--- config.mk ---
export PLATFORM = sky130hd
export DESIGN_NAME = pvcfg_regs
export DESIGN_NICKNAME = d
export VERILOG_FILES = /design/src/verilog/pvcfg_pkg.sv /design/src/verilog/pvcfg_regs.sv
export VERILOG_INCLUDE_DIRS = /design/src /design/src/verilog
export SDC_FILE = /design/constraint.sdc
export NUM_CORES = 1
export LEC_CHECK = 0
export BUFFER_PORTS_ARGS = -buffer_cell sky130_fd_sc_hd__buf_2
export CORE_MARGIN = 2
export CORE_UTILIZATION = 43
export CTS_BUF_LIST = sky130_fd_sc_hd__clkbuf_4 sky130_fd_sc_hd__clkbuf_8
export CTS_CLUSTER_DIAMETER = 80
export DETAILED_ROUTE_END_ITERATION = 10
export PLACE_DENSITY = 0.67
export SYNTH_ARGS = -nofsm -noshare
export SYNTH_HDL_FRONTEND = slang
export SYNTH_SLANG_ARGS = --single-unit
--- constraint.sdc ---
create_clock -name CLK_I -period 2.9 [get_ports CLK_I]
set_input_delay 0.29 -clock CLK_I [delete_from_list [all_inputs] [get_ports CLK_I]]
set_output_delay 0.29 -clock CLK_I [all_outputs]
set_load 0.02 [all_outputs]
--- src/verilog/pvcfg_params.svh ---
`ifndef PVCFG_PARAMS_SVH
`define PVCFG_PARAMS_SVH

// locator capability layout
`define PVCFG_CAP_ID_VENDOR   8'h09
`define PVCFG_CAP_LENGTH      8'h0C
`define PVCFG_CAP_OFS_WORD0   4'h0
`define PVCFG_CAP_OFS_WORD1   4'h4
`define PVCFG_CAP_OFS_WORD2   4'h8
`define PVCFG_CAP_OFS_STRUCT  4'h3
`define PVCFG_BAR_CFG_BASE    8'h10
`define PVCFG_BIR_MAX         3'h5

// structure identifiers
`define PVCFG_SID_HEADER      8'h01
`define PVCFG_SID_NOTIFY      8'h02
`define PVCFG_SID_ISR         8'h03
`define PVCFG_SID_DEVHDR      8'h04

// structure alignments and minimum sizes in bytes
`define PVCFG_HDR_ALIGN       32'h0000_0004
`define PVCFG_HDR_MIN_SIZE    32'h0000_001C
`define PVCFG_NOTIFY_SIZE     32'h0000_0002
`define PVCFG_ISR_SIZE        32'h0000_0001

// header field byte offsets
`define PVCFG_HDR_DFEAT_LO    8'h00
`define PVCFG_HDR_GFEAT_LO    8'h04
`define PVCFG_HDR_QADDR       8'h08
`define PVCFG_HDR_QSIZE       8'h0C
`define PVCFG_HDR_QSEL        8'h0E
`define PVCFG_HDR_RSVD16      8'h10
`define PVCFG_HDR_STATUS      8'h12
`define PVCFG_HDR_RSVD8       8'h13
`define PVCFG_HDR_CFGVEC      8'h14
`define PVCFG_HDR_QVEC        8'h16
`define PVCFG_HDR_DFEAT_HI    8'h18
`define PVCFG_HDR_GFEAT_HI    8'h1C

// legacy BAR0 mirror byte offsets
`define PVCFG_LEG_NOTIFY      8'h10
`define PVCFG_LEG_ISR         8'h13
`define PVCFG_LEG_DEV_MSIX    8'h18
`define PVCFG_LEG_DEV_NOMSIX  8'h14

// device status values and reset values
`define PVCFG_ST_FOUND        8'h01
`define PVCFG_ST_DRIVER       8'h02
`define PVCFG_ST_READY        8'h04
`define PVCFG_ST_GAVE_UP      8'h80
`define PVCFG_NO_VECTOR       16'hFFFF
`define PVCFG_FEAT_HI_GATE    5'd31

`endif

--- src/verilog/pvcfg_pkg.sv ---
package pvcfg_pkg;

  // one register access from the configuration or BAR decoder
  typedef struct packed {
    logic        rd;
    logic        wr;
    logic [7:0]  addr;
    logic [3:0]  be;
    logic [31:0] wdata;
  } pvcfg_req_t;

  // which address space an access targets
  typedef enum logic [1:0] {
    PVCFG_SPACE_CAP    = 2'b00,
    PVCFG_SPACE_HEADER = 2'b01,
    PVCFG_SPACE_LEGACY = 2'b10,
    PVCFG_SPACE_NONE   = 2'b11
  } pvcfg_space_t;

  // one locator capability description
  typedef struct packed {
    logic [7:0]  sid;
    logic [7:0]  next_ptr;
    logic [2:0]  bar_indicator;
    logic [31:0] size;
    logic [31:0] offset;
  } pvcfg_loc_t;

endpackage

--- src/verilog/pvcfg_regs.sv ---
// Summary of operation
// RULE1 - every locator entry carries capability identifier 9
// RULE2 - every locator entry reports capability length 12
// RULE3 - word0 holds id, next pointer, length, structure id; size at 4, offset 8
// RULE4 - locator fields little endian and read only; writes ignored
// RULE5 - bar indicator only 0 to 5, BAR at 10h plus four times it
// RULE6 - selected BAR may be 32 or 64 bit, memory or I/O
// RULE7 - host adds offset to BAR base, masking low bits for alignment
// RULE8 - host ignores unknown structure identifiers
// RULE9 - structure ids: 1 header, 2 notify, 3 ISR status, 4 device header
// RULE10 - header 4-aligned at least 28 bytes; notify 2 bytes; ISR 1 byte
// RULE11 - legacy: header 0, notify 16, ISR 19, device header 24 or 20
// RULE12 - host uses legacy copy when a locator is missing
// RULE13 - legacy I/O mirror of the initial portion is provided
// RULE14 - legacy header 20 bytes, 24 with MSI-X; locator structures never move
// RULE15 - host avoids legacy copy when a locator exists
// RULE16 - header field order and widths with their access types
// RULE17 - size may include padding; host maps only what it needs
// RULE18 - one locator per structure, chained in the capability list
// RULE19 - host validates bar indicator, offset and size
// RULE20 - host must not assume structure sizes are fixed
// RULE21 - notify and ISR structures are single register fields
// RULE22 - writing zero to device status resets the device
// RULE23 - status bits: 1 found, 2 driver, 4 ready, 128 gave up
// RULE24 - features above 31 treated clear unless accepted bit 31 set
// RULE25 - reserved fields read zero; writes to reserved or read-only ignored
// RULE26 - fields answer natural-width accesses at their packed offsets
`timescale 1ns/10ps
`default_nettype none
`include "pvcfg_params.svh"

module pvcfg_regs
  import pvcfg_pkg::*;
#(
  parameter int          NUM_LOC     = 4,
  parameter logic [7:0]  CAP_BASE    = 8'h40,
  parameter logic [2:0]  HDR_BAR     = 3'h1,
  parameter logic [31:0] HDR_OFFSET  = 32'h0000_1000,
  parameter logic [31:0] HDR_SIZE    = 32'h0000_0100,
  parameter logic [31:0] NTF_OFFSET  = 32'h0000_1200,
  parameter logic [31:0] ISR_OFFSET  = 32'h0000_1300,
  parameter logic [31:0] DEV_OFFSET  = 32'h0000_1400,
  parameter logic [31:0] DEV_SIZE    = 32'h0000_0020,
  parameter logic [31:0] OFFER_LO    = 32'h8000_0000,
  parameter logic [31:0] OFFER_HI    = 32'h0000_0000,
  parameter logic [15:0] RING_COUNT  = 16'h0100,
  parameter int          NUM_RINGS   = 2
) (
  input  wire logic        CLK_I,             // 125 MHz clock
  input  wire logic        RST_N_I,           // async reset, active low
  input  wire pvcfg_req_t  CAP_REQ_I,         // configuration space access
  input  wire pvcfg_req_t  HDR_REQ_I,         // locator BAR access, rel. to header structure
  input  wire pvcfg_req_t  LEG_REQ_I,         // legacy BAR0 access
  input  wire logic        MSIX_EN_I,         // MSI-X enable from config logic
  input  wire logic        ISR_STATUS_I,      // interrupt pending level
  output logic [31:0]      CAP_RDATA_O,       // config read data
  output logic [31:0]      HDR_RDATA_O,       // header BAR read data
  output logic [31:0]      LEG_RDATA_O,       // legacy read data
  output logic [15:0]      NOTIFY_O,          // ring index notified
  output logic             NOTIFY_STB_O,      // notify strobe
  output logic             ISR_READ_O,        // ISR read strobe, clears source
  output logic [7:0]       STATUS_O,          // host progress flags
  output logic [63:0]      FEAT_ACCEPT_O,     // accepted features, gated
  output logic             DEV_RESET_O,       // one-cycle device reset pulse
  output logic [31:0]      RING_PAGE_O,       // page of selected ring
  output logic [15:0]      RING_SEL_O         // selected ring index
);

  // locator table, fixed at build time; all fields read only
  function automatic pvcfg_loc_t loc_entry(input int idx);
    pvcfg_loc_t e;
    e = '0;
    e.bar_indicator = HDR_BAR;                                // RULE5 RULE6
    e.next_ptr = (idx == NUM_LOC - 1) ? 8'h00
               : 8'(CAP_BASE + 8'(12 * (idx + 1)));           // RULE18
    case (idx)
      0: begin
        e.sid = `PVCFG_SID_HEADER;                            // RULE9
        e.size = (HDR_SIZE < `PVCFG_HDR_MIN_SIZE) ? `PVCFG_HDR_MIN_SIZE : HDR_SIZE; // RULE10
        e.offset = HDR_OFFSET & ~(`PVCFG_HDR_ALIGN - 32'h1);  // RULE10
      end
      1: begin
        e.sid = `PVCFG_SID_NOTIFY;
        e.size = `PVCFG_NOTIFY_SIZE;
        e.offset = NTF_OFFSET & 32'hFFFF_FFFE;                // RULE10
      end
      2: begin
        e.sid = `PVCFG_SID_ISR;
        e.size = `PVCFG_ISR_SIZE;
        e.offset = ISR_OFFSET;
      end
      default: begin
        e.sid = `PVCFG_SID_DEVHDR;
        e.size = DEV_SIZE;
        e.offset = DEV_OFFSET;
      end
    endcase
    return e;
  endfunction

  // little-endian read of a locator dword
  function automatic logic [31:0] loc_word(input pvcfg_loc_t e, input logic [3:0] ofs);
    logic [31:0] w;
    w = 32'h0;
    case (ofs)
      `PVCFG_CAP_OFS_WORD0: w = {e.sid, `PVCFG_CAP_LENGTH, e.next_ptr,
                                 `PVCFG_CAP_ID_VENDOR};       // RULE1 RULE2 RULE3
      `PVCFG_CAP_OFS_WORD1: w = {e.size[31:3], e.bar_indicator}; // RULE3
      `PVCFG_CAP_OFS_WORD2: w = e.offset;                     // RULE3
      default:              w = 32'h0;
    endcase
    return w;
  endfunction

  // byte-lane merge of write data
  function automatic logic [31:0] merge(input logic [31:0] old, input logic [31:0] nw,
                                        input logic [3:0] be);
    logic [31:0] r;
    r = old;
    for (int i = 0; i < 4; i++) begin
      if (be[i]) r[i*8 +: 8] = nw[i*8 +: 8];
    end
    return r;
  endfunction

  logic [31:0] accept_lo_reg;
  logic [31:0] accept_hi_reg;
  logic [31:0] ring_page_reg [NUM_RINGS];
  logic [15:0] ring_sel_reg;
  logic [7:0]  status_reg;
  logic [15:0] cfg_vec_reg;
  logic [15:0] ring_vec_reg [NUM_RINGS];
  logic [31:0] cap_rdata_reg;
  logic [31:0] hdr_rdata_reg;
  logic [31:0] leg_rdata_reg;
  logic [15:0] notify_reg;
  logic        notify_stb_reg;
  logic        isr_rd_reg;
  logic        dev_reset_reg;
  logic        msix_meta_reg;
  logic        msix_sync_reg;
  logic        isr_meta_reg;
  logic        isr_sync_reg;
  logic [31:0] ring_page_out_reg;
  logic [63:0] feat_out_reg;

  // header access as one struct, either from the locator BAR or the legacy mirror
  pvcfg_req_t  hdr_rq;
  pvcfg_req_t  leg_hdr_rq;
  logic        sel_valid;
  logic [15:0] sel_idx;
  logic [7:0]  leg_dev_base;

  assign sel_idx   = ring_sel_reg;
  assign sel_valid = (32'(ring_sel_reg) < NUM_RINGS);

  // selected ring fields; an out-of-range select reads as absent
  function automatic logic [31:0] sel_page();
    return sel_valid ? ring_page_reg[sel_idx[0 +: $clog2(NUM_RINGS)]] : 32'h0;
  endfunction

  function automatic logic [15:0] sel_vec();
    return sel_valid ? ring_vec_reg[sel_idx[0 +: $clog2(NUM_RINGS)]] : `PVCFG_NO_VECTOR;
  endfunction

  // legacy device header base moves with MSI-X
  // the vectors sit in front of it only while MSI-X is on
  assign leg_dev_base = msix_sync_reg ? `PVCFG_LEG_DEV_MSIX : `PVCFG_LEG_DEV_NOMSIX; // RULE11 RULE14

  // synchronise level inputs from the PCI config side
  // two stages keep a metastable level off the decoders
  always_ff @(posedge CLK_I or negedge RST_N_I) begin
    if (!RST_N_I) begin
      msix_meta_reg <= 1'b0;
      msix_sync_reg <= 1'b0;
      isr_meta_reg  <= 1'b0;
      isr_sync_reg  <= 1'b0;
    end else begin
      msix_meta_reg <= MSIX_EN_I;
      msix_sync_reg <= msix_meta_reg;
      isr_meta_reg  <= ISR_STATUS_I;
      isr_sync_reg  <= isr_meta_reg;
    end
  end

  // legacy accesses inside the mirrored header are fed to the header path
  always_comb begin
    leg_hdr_rq = LEG_REQ_I;
    if (LEG_REQ_I.addr >= leg_dev_base ||
        LEG_REQ_I.addr == `PVCFG_LEG_NOTIFY || LEG_REQ_I.addr == `PVCFG_LEG_ISR ||
        (!msix_sync_reg && LEG_REQ_I.addr >= `PVCFG_HDR_CFGVEC)) begin // RULE14
      leg_hdr_rq.rd = 1'b0;
      leg_hdr_rq.wr = 1'b0;
    end
    // a header-BAR access wins; a legacy header write in the same cycle is lost
    hdr_rq = HDR_REQ_I.rd | HDR_REQ_I.wr ? HDR_REQ_I : leg_hdr_rq;
  end

  // header read mux; reserved and unmapped read zero
  function automatic logic [31:0] hdr_read(input logic [7:0] a);
    logic [31:0] r;
    logic [31:0] offer_hi;
    r = 32'h0;
    offer_hi = accept_lo_reg[`PVCFG_FEAT_HI_GATE] ? OFFER_HI : 32'h0; // RULE24
    case (a)
      `PVCFG_HDR_DFEAT_LO: r = OFFER_LO;
      `PVCFG_HDR_GFEAT_LO: r = accept_lo_reg;
      `PVCFG_HDR_QADDR:    r = sel_page();
      `PVCFG_HDR_QSIZE:    r = {ring_sel_reg, sel_valid ? RING_COUNT : 16'h0}; // RULE16
      `PVCFG_HDR_QSEL:     r = {16'h0, ring_sel_reg};
      `PVCFG_HDR_RSVD16:   r = {8'h0, status_reg, 16'h0};     // RULE25
      `PVCFG_HDR_STATUS:   r = {24'h0, status_reg};
      `PVCFG_HDR_CFGVEC:   r = {sel_vec(), cfg_vec_reg};
      `PVCFG_HDR_QVEC:     r = {16'h0, sel_vec()};
      `PVCFG_HDR_DFEAT_HI: r = offer_hi;                      // RULE24
      `PVCFG_HDR_GFEAT_HI: r = accept_hi_reg;
      default:             r = 32'h0;                         // RULE25
    endcase
    return r;
  endfunction

  // capability reads; writes have no target
  // the table is built from constants, so a write cannot land
  always_ff @(posedge CLK_I or negedge RST_N_I) begin
    if (!RST_N_I) begin
      cap_rdata_reg <= 32'h0;
    end else begin
      cap_rdata_reg <= 32'h0;
      if (CAP_REQ_I.rd) begin
        for (int i = 0; i < NUM_LOC; i++) begin
          if (CAP_REQ_I.addr >= 8'(CAP_BASE + 8'(12 * i)) &&
              CAP_REQ_I.addr <  8'(CAP_BASE + 8'(12 * (i + 1))))
            cap_rdata_reg <= loc_word(loc_entry(i),
                                      4'(CAP_REQ_I.addr - 8'(CAP_BASE + 8'(12 * i)))); // RULE4
        end
      end
    end
  end

  // header and legacy read data
  always_ff @(posedge CLK_I or negedge RST_N_I) begin
    if (!RST_N_I) begin
      hdr_rdata_reg <= 32'h0;
      leg_rdata_reg <= 32'h0;
    end else begin
      hdr_rdata_reg <= HDR_REQ_I.rd ? hdr_read(HDR_REQ_I.addr) : 32'h0; // RULE26
      if (!LEG_REQ_I.rd)
        leg_rdata_reg <= 32'h0;
      else if (LEG_REQ_I.addr == `PVCFG_LEG_ISR)
        leg_rdata_reg <= {31'h0, isr_sync_reg};               // RULE11 RULE21
      else if (LEG_REQ_I.addr == `PVCFG_LEG_NOTIFY)
        leg_rdata_reg <= 32'h0;
      else if (LEG_REQ_I.addr < leg_dev_base)
        leg_rdata_reg <= hdr_read(LEG_REQ_I.addr);            // RULE13
      else
        leg_rdata_reg <= 32'h0;
    end
  end

  // notify and ISR side effects from the legacy mirror
  always_ff @(posedge CLK_I or negedge RST_N_I) begin
    if (!RST_N_I) begin
      notify_reg     <= 16'h0;
      notify_stb_reg <= 1'b0;
      isr_rd_reg     <= 1'b0;
    end else begin
      notify_stb_reg <= LEG_REQ_I.wr && LEG_REQ_I.addr == `PVCFG_LEG_NOTIFY; // RULE21
      if (LEG_REQ_I.wr && LEG_REQ_I.addr == `PVCFG_LEG_NOTIFY)
        notify_reg <= LEG_REQ_I.wdata[15:0];
      isr_rd_reg <= LEG_REQ_I.rd && LEG_REQ_I.addr == `PVCFG_LEG_ISR;
    end
  end

  // writable header fields; read-only and reserved writes dropped
  always_ff @(posedge CLK_I or negedge RST_N_I) begin
    if (!RST_N_I) begin
      accept_lo_reg <= 32'h0;
      accept_hi_reg <= 32'h0;
      ring_sel_reg  <= 16'h0;
      status_reg    <= 8'h0;
      cfg_vec_reg   <= `PVCFG_NO_VECTOR;
      dev_reset_reg <= 1'b0;
      for (int i = 0; i < NUM_RINGS; i++) begin
        ring_page_reg[i] <= 32'h0;
        ring_vec_reg[i]  <= `PVCFG_NO_VECTOR;
      end
    end else begin
      dev_reset_reg <= 1'b0;
      if (hdr_rq.wr) begin
        case (hdr_rq.addr)                                    // RULE16 RULE26
          `PVCFG_HDR_GFEAT_LO: accept_lo_reg <= merge(accept_lo_reg, hdr_rq.wdata, hdr_rq.be);
          `PVCFG_HDR_QADDR:
            if (sel_valid)
              ring_page_reg[sel_idx[0 +: $clog2(NUM_RINGS)]] <= hdr_rq.wdata;
          `PVCFG_HDR_QSEL:     ring_sel_reg <= hdr_rq.wdata[15:0];
          `PVCFG_HDR_STATUS:
            // zero returns every header field to its reset value
            if (hdr_rq.wdata[7:0] == 8'h00) begin             // RULE22
              dev_reset_reg <= 1'b1;
              accept_lo_reg <= 32'h0;
              accept_hi_reg <= 32'h0;
              ring_sel_reg  <= 16'h0;
              status_reg    <= 8'h0;
              cfg_vec_reg   <= `PVCFG_NO_VECTOR;
              for (int i = 0; i < NUM_RINGS; i++) begin
                ring_page_reg[i] <= 32'h0;
                ring_vec_reg[i]  <= `PVCFG_NO_VECTOR;
              end
            end else begin
              status_reg <= hdr_rq.wdata[7:0] & (`PVCFG_ST_FOUND | `PVCFG_ST_DRIVER |
                            `PVCFG_ST_READY | `PVCFG_ST_GAVE_UP); // RULE23
            end
          `PVCFG_HDR_CFGVEC:   cfg_vec_reg <= hdr_rq.wdata[15:0];
          `PVCFG_HDR_QVEC:
            if (sel_valid)
              ring_vec_reg[sel_idx[0 +: $clog2(NUM_RINGS)]] <= hdr_rq.wdata[15:0];
          `PVCFG_HDR_GFEAT_HI: accept_hi_reg <= merge(accept_hi_reg, hdr_rq.wdata, hdr_rq.be);
          default: ;                                          // RULE25
        endcase
      end
    end
  end

  // registered copies of the selected ring page and the gated features
  always_ff @(posedge CLK_I or negedge RST_N_I) begin
    if (!RST_N_I) begin
      ring_page_out_reg <= 32'h0;
      feat_out_reg      <= 64'h0;
    end else begin
      ring_page_out_reg <= sel_page();
      // high accepted features hidden unless the gate bit is accepted
      feat_out_reg      <= {accept_lo_reg[`PVCFG_FEAT_HI_GATE] ? accept_hi_reg : 32'h0,
                            accept_lo_reg};                   // RULE24
    end
  end

  assign CAP_RDATA_O   = cap_rdata_reg;
  assign HDR_RDATA_O   = hdr_rdata_reg;
  assign LEG_RDATA_O   = leg_rdata_reg;
  assign NOTIFY_O      = notify_reg;
  assign NOTIFY_STB_O  = notify_stb_reg;
  assign ISR_READ_O    = isr_rd_reg;
  assign STATUS_O      = status_reg;
  assign DEV_RESET_O   = dev_reset_reg;
  assign RING_SEL_O    = ring_sel_reg;
  assign RING_PAGE_O   = ring_page_out_reg;
  assign FEAT_ACCEPT_O = feat_out_reg;                        // RULE24

endmodule
`default_nettype wire

Word-level counts from Yosys, hierarchy flattened
Cells that the tools add are included.
Cells by class
  add/sub/neg operators: 4
  magnitude comparators: 14
  equal/unequal tests: 45
  mux-type cells: 56
  bitwise operators: 2
  reductions and logical operators: 38
Operators with widths (number)
  $mux W32: 18
  $pmux W32 S10: 1
  $pmux W32 S9: 1
  $pmux W32 S2: 3
  $pmux W26 S3: 2
  $mux W64: 2
  $pmux W64 S2: 1
  $eq A8 B5 Y1 const B: 15
  $mux W16: 7
  $pmux W27 S3: 1
  $pmux W25 S3: 1
  $bwmux W64: 1
  $eq A8 B4 Y1 const B: 8
  $pmux W16 S2: 2
  $mux W45: 1
  $mux W8: 5
  $reduce_and A4 Y1: 10
  $bwmux W32: 1
  $demux W32 S1: 1
  $ge A8 B7 Y1 const B: 4
  $lt A8 B7 Y1 const B: 4
  $mux W25: 1
  $eq A8 B3 Y1 const B: 3
  $logic_not A8 Y1: 3
  25 further kinds: 63
Word-level totals
  flip-flop bits (word level): 415
  input bits: 142
  output and inout port bits: 235
  logic and storage cells: 187

Longest topological paths before layout
Gate-level depths: netlist of run 1.
  depth in word-level cells: 11
  depth in mapped cells: 10
  mapped depth without buffers: 8

Worst setup path before layout of run 1
Ideal clock, no wire load.
  path type: register -> register
  start: register ring_sel_reg[13] (netlist: RING_SEL_O[13])
  end: register hdr_rdata_reg[20] (netlist: HDR_RDATA_O[20])
  setup time: 136 ps
  data arrival time: 2214 ps
  data required time: 2764 ps
  slack: 549 ps
  cell stages (with the launch flop): 8
  path buffers: 2
  clock period less this slack: 2351 ps
  cell sequence: dfrtp_1 > nor4_1 > and4_2 > clkbuf_1 > buf_1 > nand2_1 > a222oi_1 > a21oi_1
On the way
  word-level cells in the longest chain between the ends: 4
  elaborated cells between the ends (all ways): 5
  classes of those cells: order compare (1); mux (4)
RTL lines
  from (decl): RTL line pvcfg_regs.sv:129  | logic [15:0] ring_sel_reg;
  from (signal assigned): RTL line pvcfg_regs.sv:295  | `PVCFG_HDR_QSEL: ring_sel_reg <= hdr_rq.wdata[15:0];
  $lt A16 B2 Y1 (*): RTL line pvcfg_regs.sv:155  | assign sel_valid = (32'(ring_sel_reg) < NUM_RINGS);
  $mux W16 (no line) / $mux W32 (equally long branches)
  $pmux W32 S10 (*): RTL line pvcfg_regs.sv:205  | case (a)
  $mux W32 (*): RTL line pvcfg_regs.sv:246  | hdr_rdata_reg <= HDR_REQ_I.rd ? hdr_read(HDR_REQ_I.addr) : 32'h0;
  to (signal assigned): RTL line pvcfg_regs.sv:246
  to (decl): RTL line pvcfg_regs.sv:134  | logic [31:0] hdr_rdata_reg;
Every way passes the cells marked *; elsewhere a longest branch is shown, timed or not.
A chain may end at the register's enable or synchronous reset.

Final worst setup path of run 1
  start: register msix_sync_reg
  end: register ring_vec_reg[11] (netlist name)
On the way
  word-level cells in the longest chain between the ends: 8
  elaborated cells between the ends (all ways): 10
  classes of those cells: order compare (1); mux (3); reduce/logical (6)
RTL lines
  from (decl): RTL line pvcfg_regs.sv:141  | logic msix_sync_reg;
  from (signal assigned): RTL line pvcfg_regs.sv:180  | msix_sync_reg <= msix_meta_reg;
  $mux W4 (no line)
  $ge A8 B5 Y1: RTL line pvcfg_regs.sv:189  | if (LEG_REQ_I.addr >= leg_dev_base ||
  $logic_or A1 B1 Y1 (no line) (2 in a row)
  $logic_or A1 B1 Y1 (*): RTL line pvcfg_regs.sv:189
  $mux W1 (*): RTL line pvcfg_regs.sv:189
  $mux W45 (*): RTL line pvcfg_regs.sv:196  | hdr_rq = HDR_REQ_I.rd | HDR_REQ_I.wr ? HDR_REQ_I : leg_hdr_rq;
  $reduce_and A4 Y1 (no line) (*)
  to (signal, indexed assignment): RTL line pvcfg_regs.sv:285  | ring_vec_reg[i] <= `PVCFG_NO_VECTOR;
  to (signal, indexed assignment): RTL line pvcfg_regs.sv:307  | ring_vec_reg[i] <= `PVCFG_NO_VECTOR;
  to (signal, indexed assignment): RTL line pvcfg_regs.sv:316  | ring_vec_reg[sel_idx[0 +: $clog2(NUM_RINGS)]] <= hdr_rq.wdata[15:0];
  to (decl): RTL line pvcfg_regs.sv:132  | logic [15:0] ring_vec_reg [NUM_RINGS];
Marks and branches as above.

==> impl_metrics.tcl, run 1 <==
set metrics [dict create \
    skew_ps 45.8 \
    cap_violations 0 \
    vias 15500 \
    track_usage 0.316 \
    clkLatencyLatePin_ps 640 \
    internal_power_mw 9.46 \
    numCtsBuffers 68 \
    syn_area_per_cell_um2 11.3 \
    yosys.area.top_type "dfrtp_1" \
    synthCells 1554 \
    port_buffers 318 \
    crit_chain "inv_1, ha_1, nor2b_1, o21ai_0, and3_1, a21oi_1, buf_4, a2111oi_4, buf_12, a2bb2oi_1" \
    antenna_found_initial 0 \
    relSlewSlack 0.466 \
    grt_max_degree 76 \
    overflow 0 \
    switching_share 0.282 \
    multi_input_area_um2 7080 \
    wl_per_cell_um 26.0 \
    grtUsageMet1 0.429 \
    slowest_delay_ps 400 \
    worst-endpoint-arrival_ps 3230 \
    die_h_um 206 \
    hpwlAfterDp_mm 47.1 \
    total_leakage_power_nw 10.5 \
    clockBufferDepth 3 \
    core_um2 39900 \
    clkTransAtPathRegs_ps 60 \
    critical_path_class "flip-flop to flip-flop" \
    rsz0062_at_grt "false" \
    synth_area_um2 17500 \
    ys_seq_area_frac 0.564 \
    n_fill_cell 3451 \
    crit_buf_inv 3 \
    critical_path_required_ps 3420 \
    placed_area_um2 20500 \
    final-max-slew-violation-count 0 \
    gr-max-usage-layer "met2" \
    ys_types 75 \
    outcome "complete, no violations" \
    htreeDepth 3 \
    ir_drop_uv 337 \
    setup_tns_ps 0 \
    synth.most_common_cell "dfrtp_1" \
    final_area_um2 22200 \
    grt.met2_usage 0.478 \
    clock_sinks 392 \
    period_needed_ps 2710 \
    postSynth.asyncResetShare 1.00 \
    p_seq_frac 0.445 \
    ys_warn_count 0 \
    max_freq_mhz 369 \
    start_kind "flip-flop" \
    synthTopCellsByCount "dfrtp_1, nand2_1, nor2_1" \
    synth_ff_type "dfrtp_1" \
    hold_class "primary input to flip-flop" \
    die-area_um2 42300 \
    via_per_inst 6.02 \
    wirelength_mm 66.7 \
    power.share.clock 0.424 \
    finalHoldViolCount 0 \
    fin_nets 2132 \
    diodes 0 \
    synth_edf_count 0 \
    die_x_um 206 \
    seq_area_um2 9870 \
    grt_pass1_vias 15400 \
    pin_count 377 \
    comb_power_share 0.131 \
    cts_tree "done" \
    drc 0 \
    synthToLayoutAreaGrowth_pct 27.0 \
    dr.pass1.iters 9 \
    synth_area_leaders "dfrtp_1, dfstp_2, mux2i_1" \
    globalplace.congestion 0.937 \
    setup_viol 0 \
    crit_slowest_cell "a2111oi_4" \
    synth_top_area_share 0.492 \
    fin_crit_sh 0.935 \
    rows 73 \
    grtUsageMet3 0.0610 \
    drtIter0Drc 1738 \
    start_util 0.438 \
    worst_pin_slew_ps 799 \
    cts-root-buf "clkbuf_8" \
    grt_pass1_wl_mm 97.8 \
    ys_seq_elements 392 \
    p_switching_mw 3.71 \
    end_kind "flip-flop" \
    powerDensity_nw_per_um2 593 \
    cp_max_fo 16 \
    critical_path.top_delay_family "compound AO/OA/AOI/OAI gates" \
    ant_nets 0 \
    drive_gt1_frac 0.341 \
]
==> power by group through the flow <==
stage                     Combinational [mW]  Clock, mW  Sequential, mW
after floorplan                        0.726          0            5.98
after detailed placement                1.66          0            5.95
after global placement                  1.64          0            5.95
after global routing                    1.81       5.93            5.88
after CTS                               1.69       5.66            5.86
final                                   1.72       5.59            5.86
==> worst paths after layout <==
kind	slack (ps)	end	startpoint	depth (start not counted)
setup / recovery	190	ring_vec_reg[11]	msix_sync_reg	10
hold / removal	40	ring_page_reg[54]	HDR_REQ_I[22]	3
setup reg to reg	190	ring_vec_reg[11]	msix_sync_reg	10
hold reg to reg	360	isr_sync_reg	isr_meta_reg	0
max in group asynchronous	1680	NOTIFY_O[4]	RST_N_I	3
min in group asynchronous	220	FEAT_ACCEPT_O[46]	RST_N_I	2
==> cell type report <==
class | count | share of cell area
multi-input cells | 1045 | 0.319
flip-flops and latches | 392 | 0.444
clock buffers | 103 | 0.0579
clock inverters | 21 | 0.0106
repair buffers | 471 | 0.137
inverters | 10 | 0.00169
well taps | 525 | 0.0296
==> metrics by stage <==
step                total power [mW]  std cells  worst slack, ps  hold WS, ps   util
detailed placement              7.61       2420              196          289  0.513
global placement                7.58       2420              267          286  0.513
finish                          13.2       2567              190         44.1  0.556
global route                    13.6       2567             57.4         32.5  0.556
CTS                             13.2       2567              186         14.5  0.556
floorplan                       6.71       1574              549        -5.59      -
==> routing by layer <==
| layer | up-vias | wire (µm) |
|---|---|---|
| li1 | 6587 | - |
| met1 | 7724 | 27000 |
| met2 | 927 | 29800 |
| met3 | 218 | 6200 |
| met4 | 0 | 3690 |
| met5 | - | 0 |
==> logic make-up (layout without fill, tap and decap cells) <==
| logic type | after synthesis | count (layout) | synth area share |
|---|---|---|---|
| AOI/OAI and AO/OA | 444 | 444 | 0.187 |
| and+or+nand+nor | 430 | 430 | 0.121 |
| DFF | 392 | 392 | 0.564 |
| muxes | 145 | 145 | 0.0870 |
| buffers and inverters | 137 | 605 | 0.0370 |
| xor gates and xnor gates | 3 | 3 | 0.00150 |
| adders and majority gates | 2 | 2 | 0.00143 |
| other | 1 | 21 | 0.000214 |
==> tightest hold or removal path, stage by stage <==
cell and delay, ps:
buf_2 70, mux2i_1 120, o2bb2ai_1 150
==> placed cells by master, fill, tap and decap left out, drive strengths merged, types with 8 or more instances in the layout <==
cell type and n:
clkinvlp 9, nand2b 14, o2111ai 11, a221oi 31
nor4 16, inv 11, a22oi 39, nand2 154
o21ai 89, buf 448, nor3 22, a21oi 67
nor2 95, mux2 56, dfrtp 344, o2bb2ai 64
clkbuf 103, nand3 37, a31oi 14, conb 21
mux2i 89, a2bb2oi 48, nor2b 8, dfstp 48
a222oi 22, dlygate4sd3 23, and2 54, a22o 20
==> what timing repair did <==
action                    4_1_cts  5_1_grt
setup buffers                   0        0
hold buffers                   23        0
hold endpoints to repair       82        0
gates resized for setup         0        0
(Power assumes the default switching activity.)
==> run 2, diff against run 1 <==
TNS_END_PERCENT = 10   (was not set)
clock period = 3.1 ns   (was 2.9 ns; I/O delays follow)
==> run 2 against run 1 <==
Sequential power fell by 6.3%. First-iteration DRC count is 5.6% lower. Clock skew shrank 14 ps. Via count about the same. Global-route usage down 0.36 points. Total power fell by 6.7%. Critical endpoint is now ring_page_reg[23]. Cell area down 0.88%. Largest cell class unchanged. Hold slack lost 1.1 ps. Non-clock buffer count shrank 10. Register-to-register slack improved by 130 ps.
==> impl_metrics.tcl, run 2 (synthesis results as in run 1) <==
set metrics [dict create \
    r2r_slack_ps 320 \
    clock_sinks 392 \
    final_area_um2 22000 \
    start_kind "flip-flop" \
    core_um2 39900 \
    clockBufferDepth 3 \
    ir_drop_uv 304 \
    worst_pin_slew_ps 771 \
    holdWs_ps 43.0 \
    r2r_cells 10 \
    antenna_found_initial 2 \
    final-max-slew-violation-count 0 \
    r2r_end "ring_page_reg[23]" \
    die_x_um 206 \
    setup_tns_ps 0 \
    fin_crit_sh 0.897 \
    seq_area_um2 9870 \
    final_cells 2552 \
    grt.met2_usage 0.471 \
    min_path_cells 2 \
    grt_pass1_vias 15100 \
    finalHoldViolCount 0 \
    hp-start "CAP_REQ_I[39]" \
    clkLatencyLatePin_ps 630 \
    port_buffers 318 \
    dr.pass1.iters 9 \
    die-area_um2 42300 \
    r2r-start "msix_sync_reg" \
    track_usage 0.312 \
    end_kind "flip-flop" \
    via_per_inst 6.06 \
    multi_input_area_um2 7080 \
    globalplace.congestion 0.970 \
    max_freq_mhz 360 \
    vias 15500 \
    synthToLayoutAreaGrowth_pct 25.8 \
    skew_ps 31.7 \
    period_needed_ps 2780 \
    rsz0062_at_grt "false" \
    cts-root-buf "clkbuf_8" \
    wl_per_cell_um 26.0 \
    powerDensity_nw_per_um2 558 \
    n_fill_cell 3456 \
    drive_gt1_frac 0.337 \
    clkTransAtPathRegs_ps 60 \
    pin_count 377 \
    wirelength_mm 66.3 \
    grtUsageMet3 0.0645 \
    cts_tree "done" \
    critical_path_class "flip-flop to flip-flop" \
    relSlewSlack 0.471 \
    grtUsageMet1 0.428 \
    die_h_um 206 \
    final_common_cell "dfrtp_1" \
    hold_class "primary input to flip-flop" \
    rows 73 \
    gr-max-usage-layer "met2" \
    cap_violations 0 \
    grt_pass1_wl_mm 96.9 \
    setup_viol 0 \
    ant_nets 0 \
    htreeDepth 3 \
    layout.cells.most_common_list "dfrtp_1, buf_2, nand2_1, buf_4, nor2_1" \
    total_leakage_power_nw 10.4 \
    drc 0 \
    start_util 0.438 \
    worst-endpoint-arrival_ps 3310 \
    post_cts_buffers 0 \
    hold_path_end "CAP_RDATA_O[9]" \
    grt_max_degree 81 \
    overflow 0 \
    critical_path_required_ps 3630 \
    post-route-util 0.552 \
    drtIter0Drc 1641 \
    hpwlAfterDp_mm 46.4 \
    fin_nets 2121 \
    dp_cells 2412 \
    outcome "complete, no violations" \
    numCtsBuffers 67 \
    placed_area_um2 20300 \
    cp_max_fo 32 \
]
==> run 2: worst max path at each step <==
stage | startpoint | endpoint | slack [ps] | cells after the start
finish | msix_sync_reg | ring_page_reg[23] | 320 | 10
global route | msix_sync_reg | ring_page_reg[9] | 120 | 10
CTS | msix_sync_reg | ring_page_reg[12] | 340 | 10
detailed placement | LEG_REQ_I[38] | ring_page_reg[11] | 220 | 11
global placement | LEG_REQ_I[38] | ring_page_reg[19] | 350 | 11
floorplan | RING_SEL_O[13] | HDR_RDATA_O[20] | 750 | 7
==> run 2: where the power goes <==
part	internal (mW)	switching (mW)	leakage [nW]	total, mW
Clock	3.04	2.16	0.788	5.20
Combinational	0.500	1.10	4.36	1.60
Sequential	5.34	0.148	5.27	5.49
Total	8.88	3.41	10.4	12.3
==> run 2: area by class of cell <==
type / count / share of cell area
sequential: 392 / 0.448
multi-input combinational: 1045 / 0.322
timing repair buffer: 461 / 0.130
clock buffer: 99 / 0.0590
tap: 525 / 0.0298
clock inverter: 19 / 0.00983
inverter: 10 / 0.00170
antenna: 1 / 0.000114
==> run 2: metrics by stage <==
stage	setup WS, ps	power, mW
detailed placement	225	7.11
floorplan	749	6.28
global placement	352	7.09
CTS	340	12.3
finish	319	12.3
global route	119	12.7
==> run 2: worst max-delay path, cell delays in order (launching register included) <==
cell and delay, ps:
dfrtp_1 380, inv_1 80, ha_1 270, nor2b_1 120, o21ai_0 230, and3_1 300
a21oi_1 120, buf_4 220, or4_1 570, buf_12 200, o2bb2ai_1 170
==> run 2: timing repair <==
action	4_1_cts	5_1_grt
resized for setup	0	0
hold buffers	21	0
endpoints found under the hold margin	86	0
==> run 2: layer usage <==
layer,up-vias,wire [µm]
li1,6574,-
met1,7635,26900
met2,1028,29500
met3,224,6440
met4,0,3450
met5,-,0
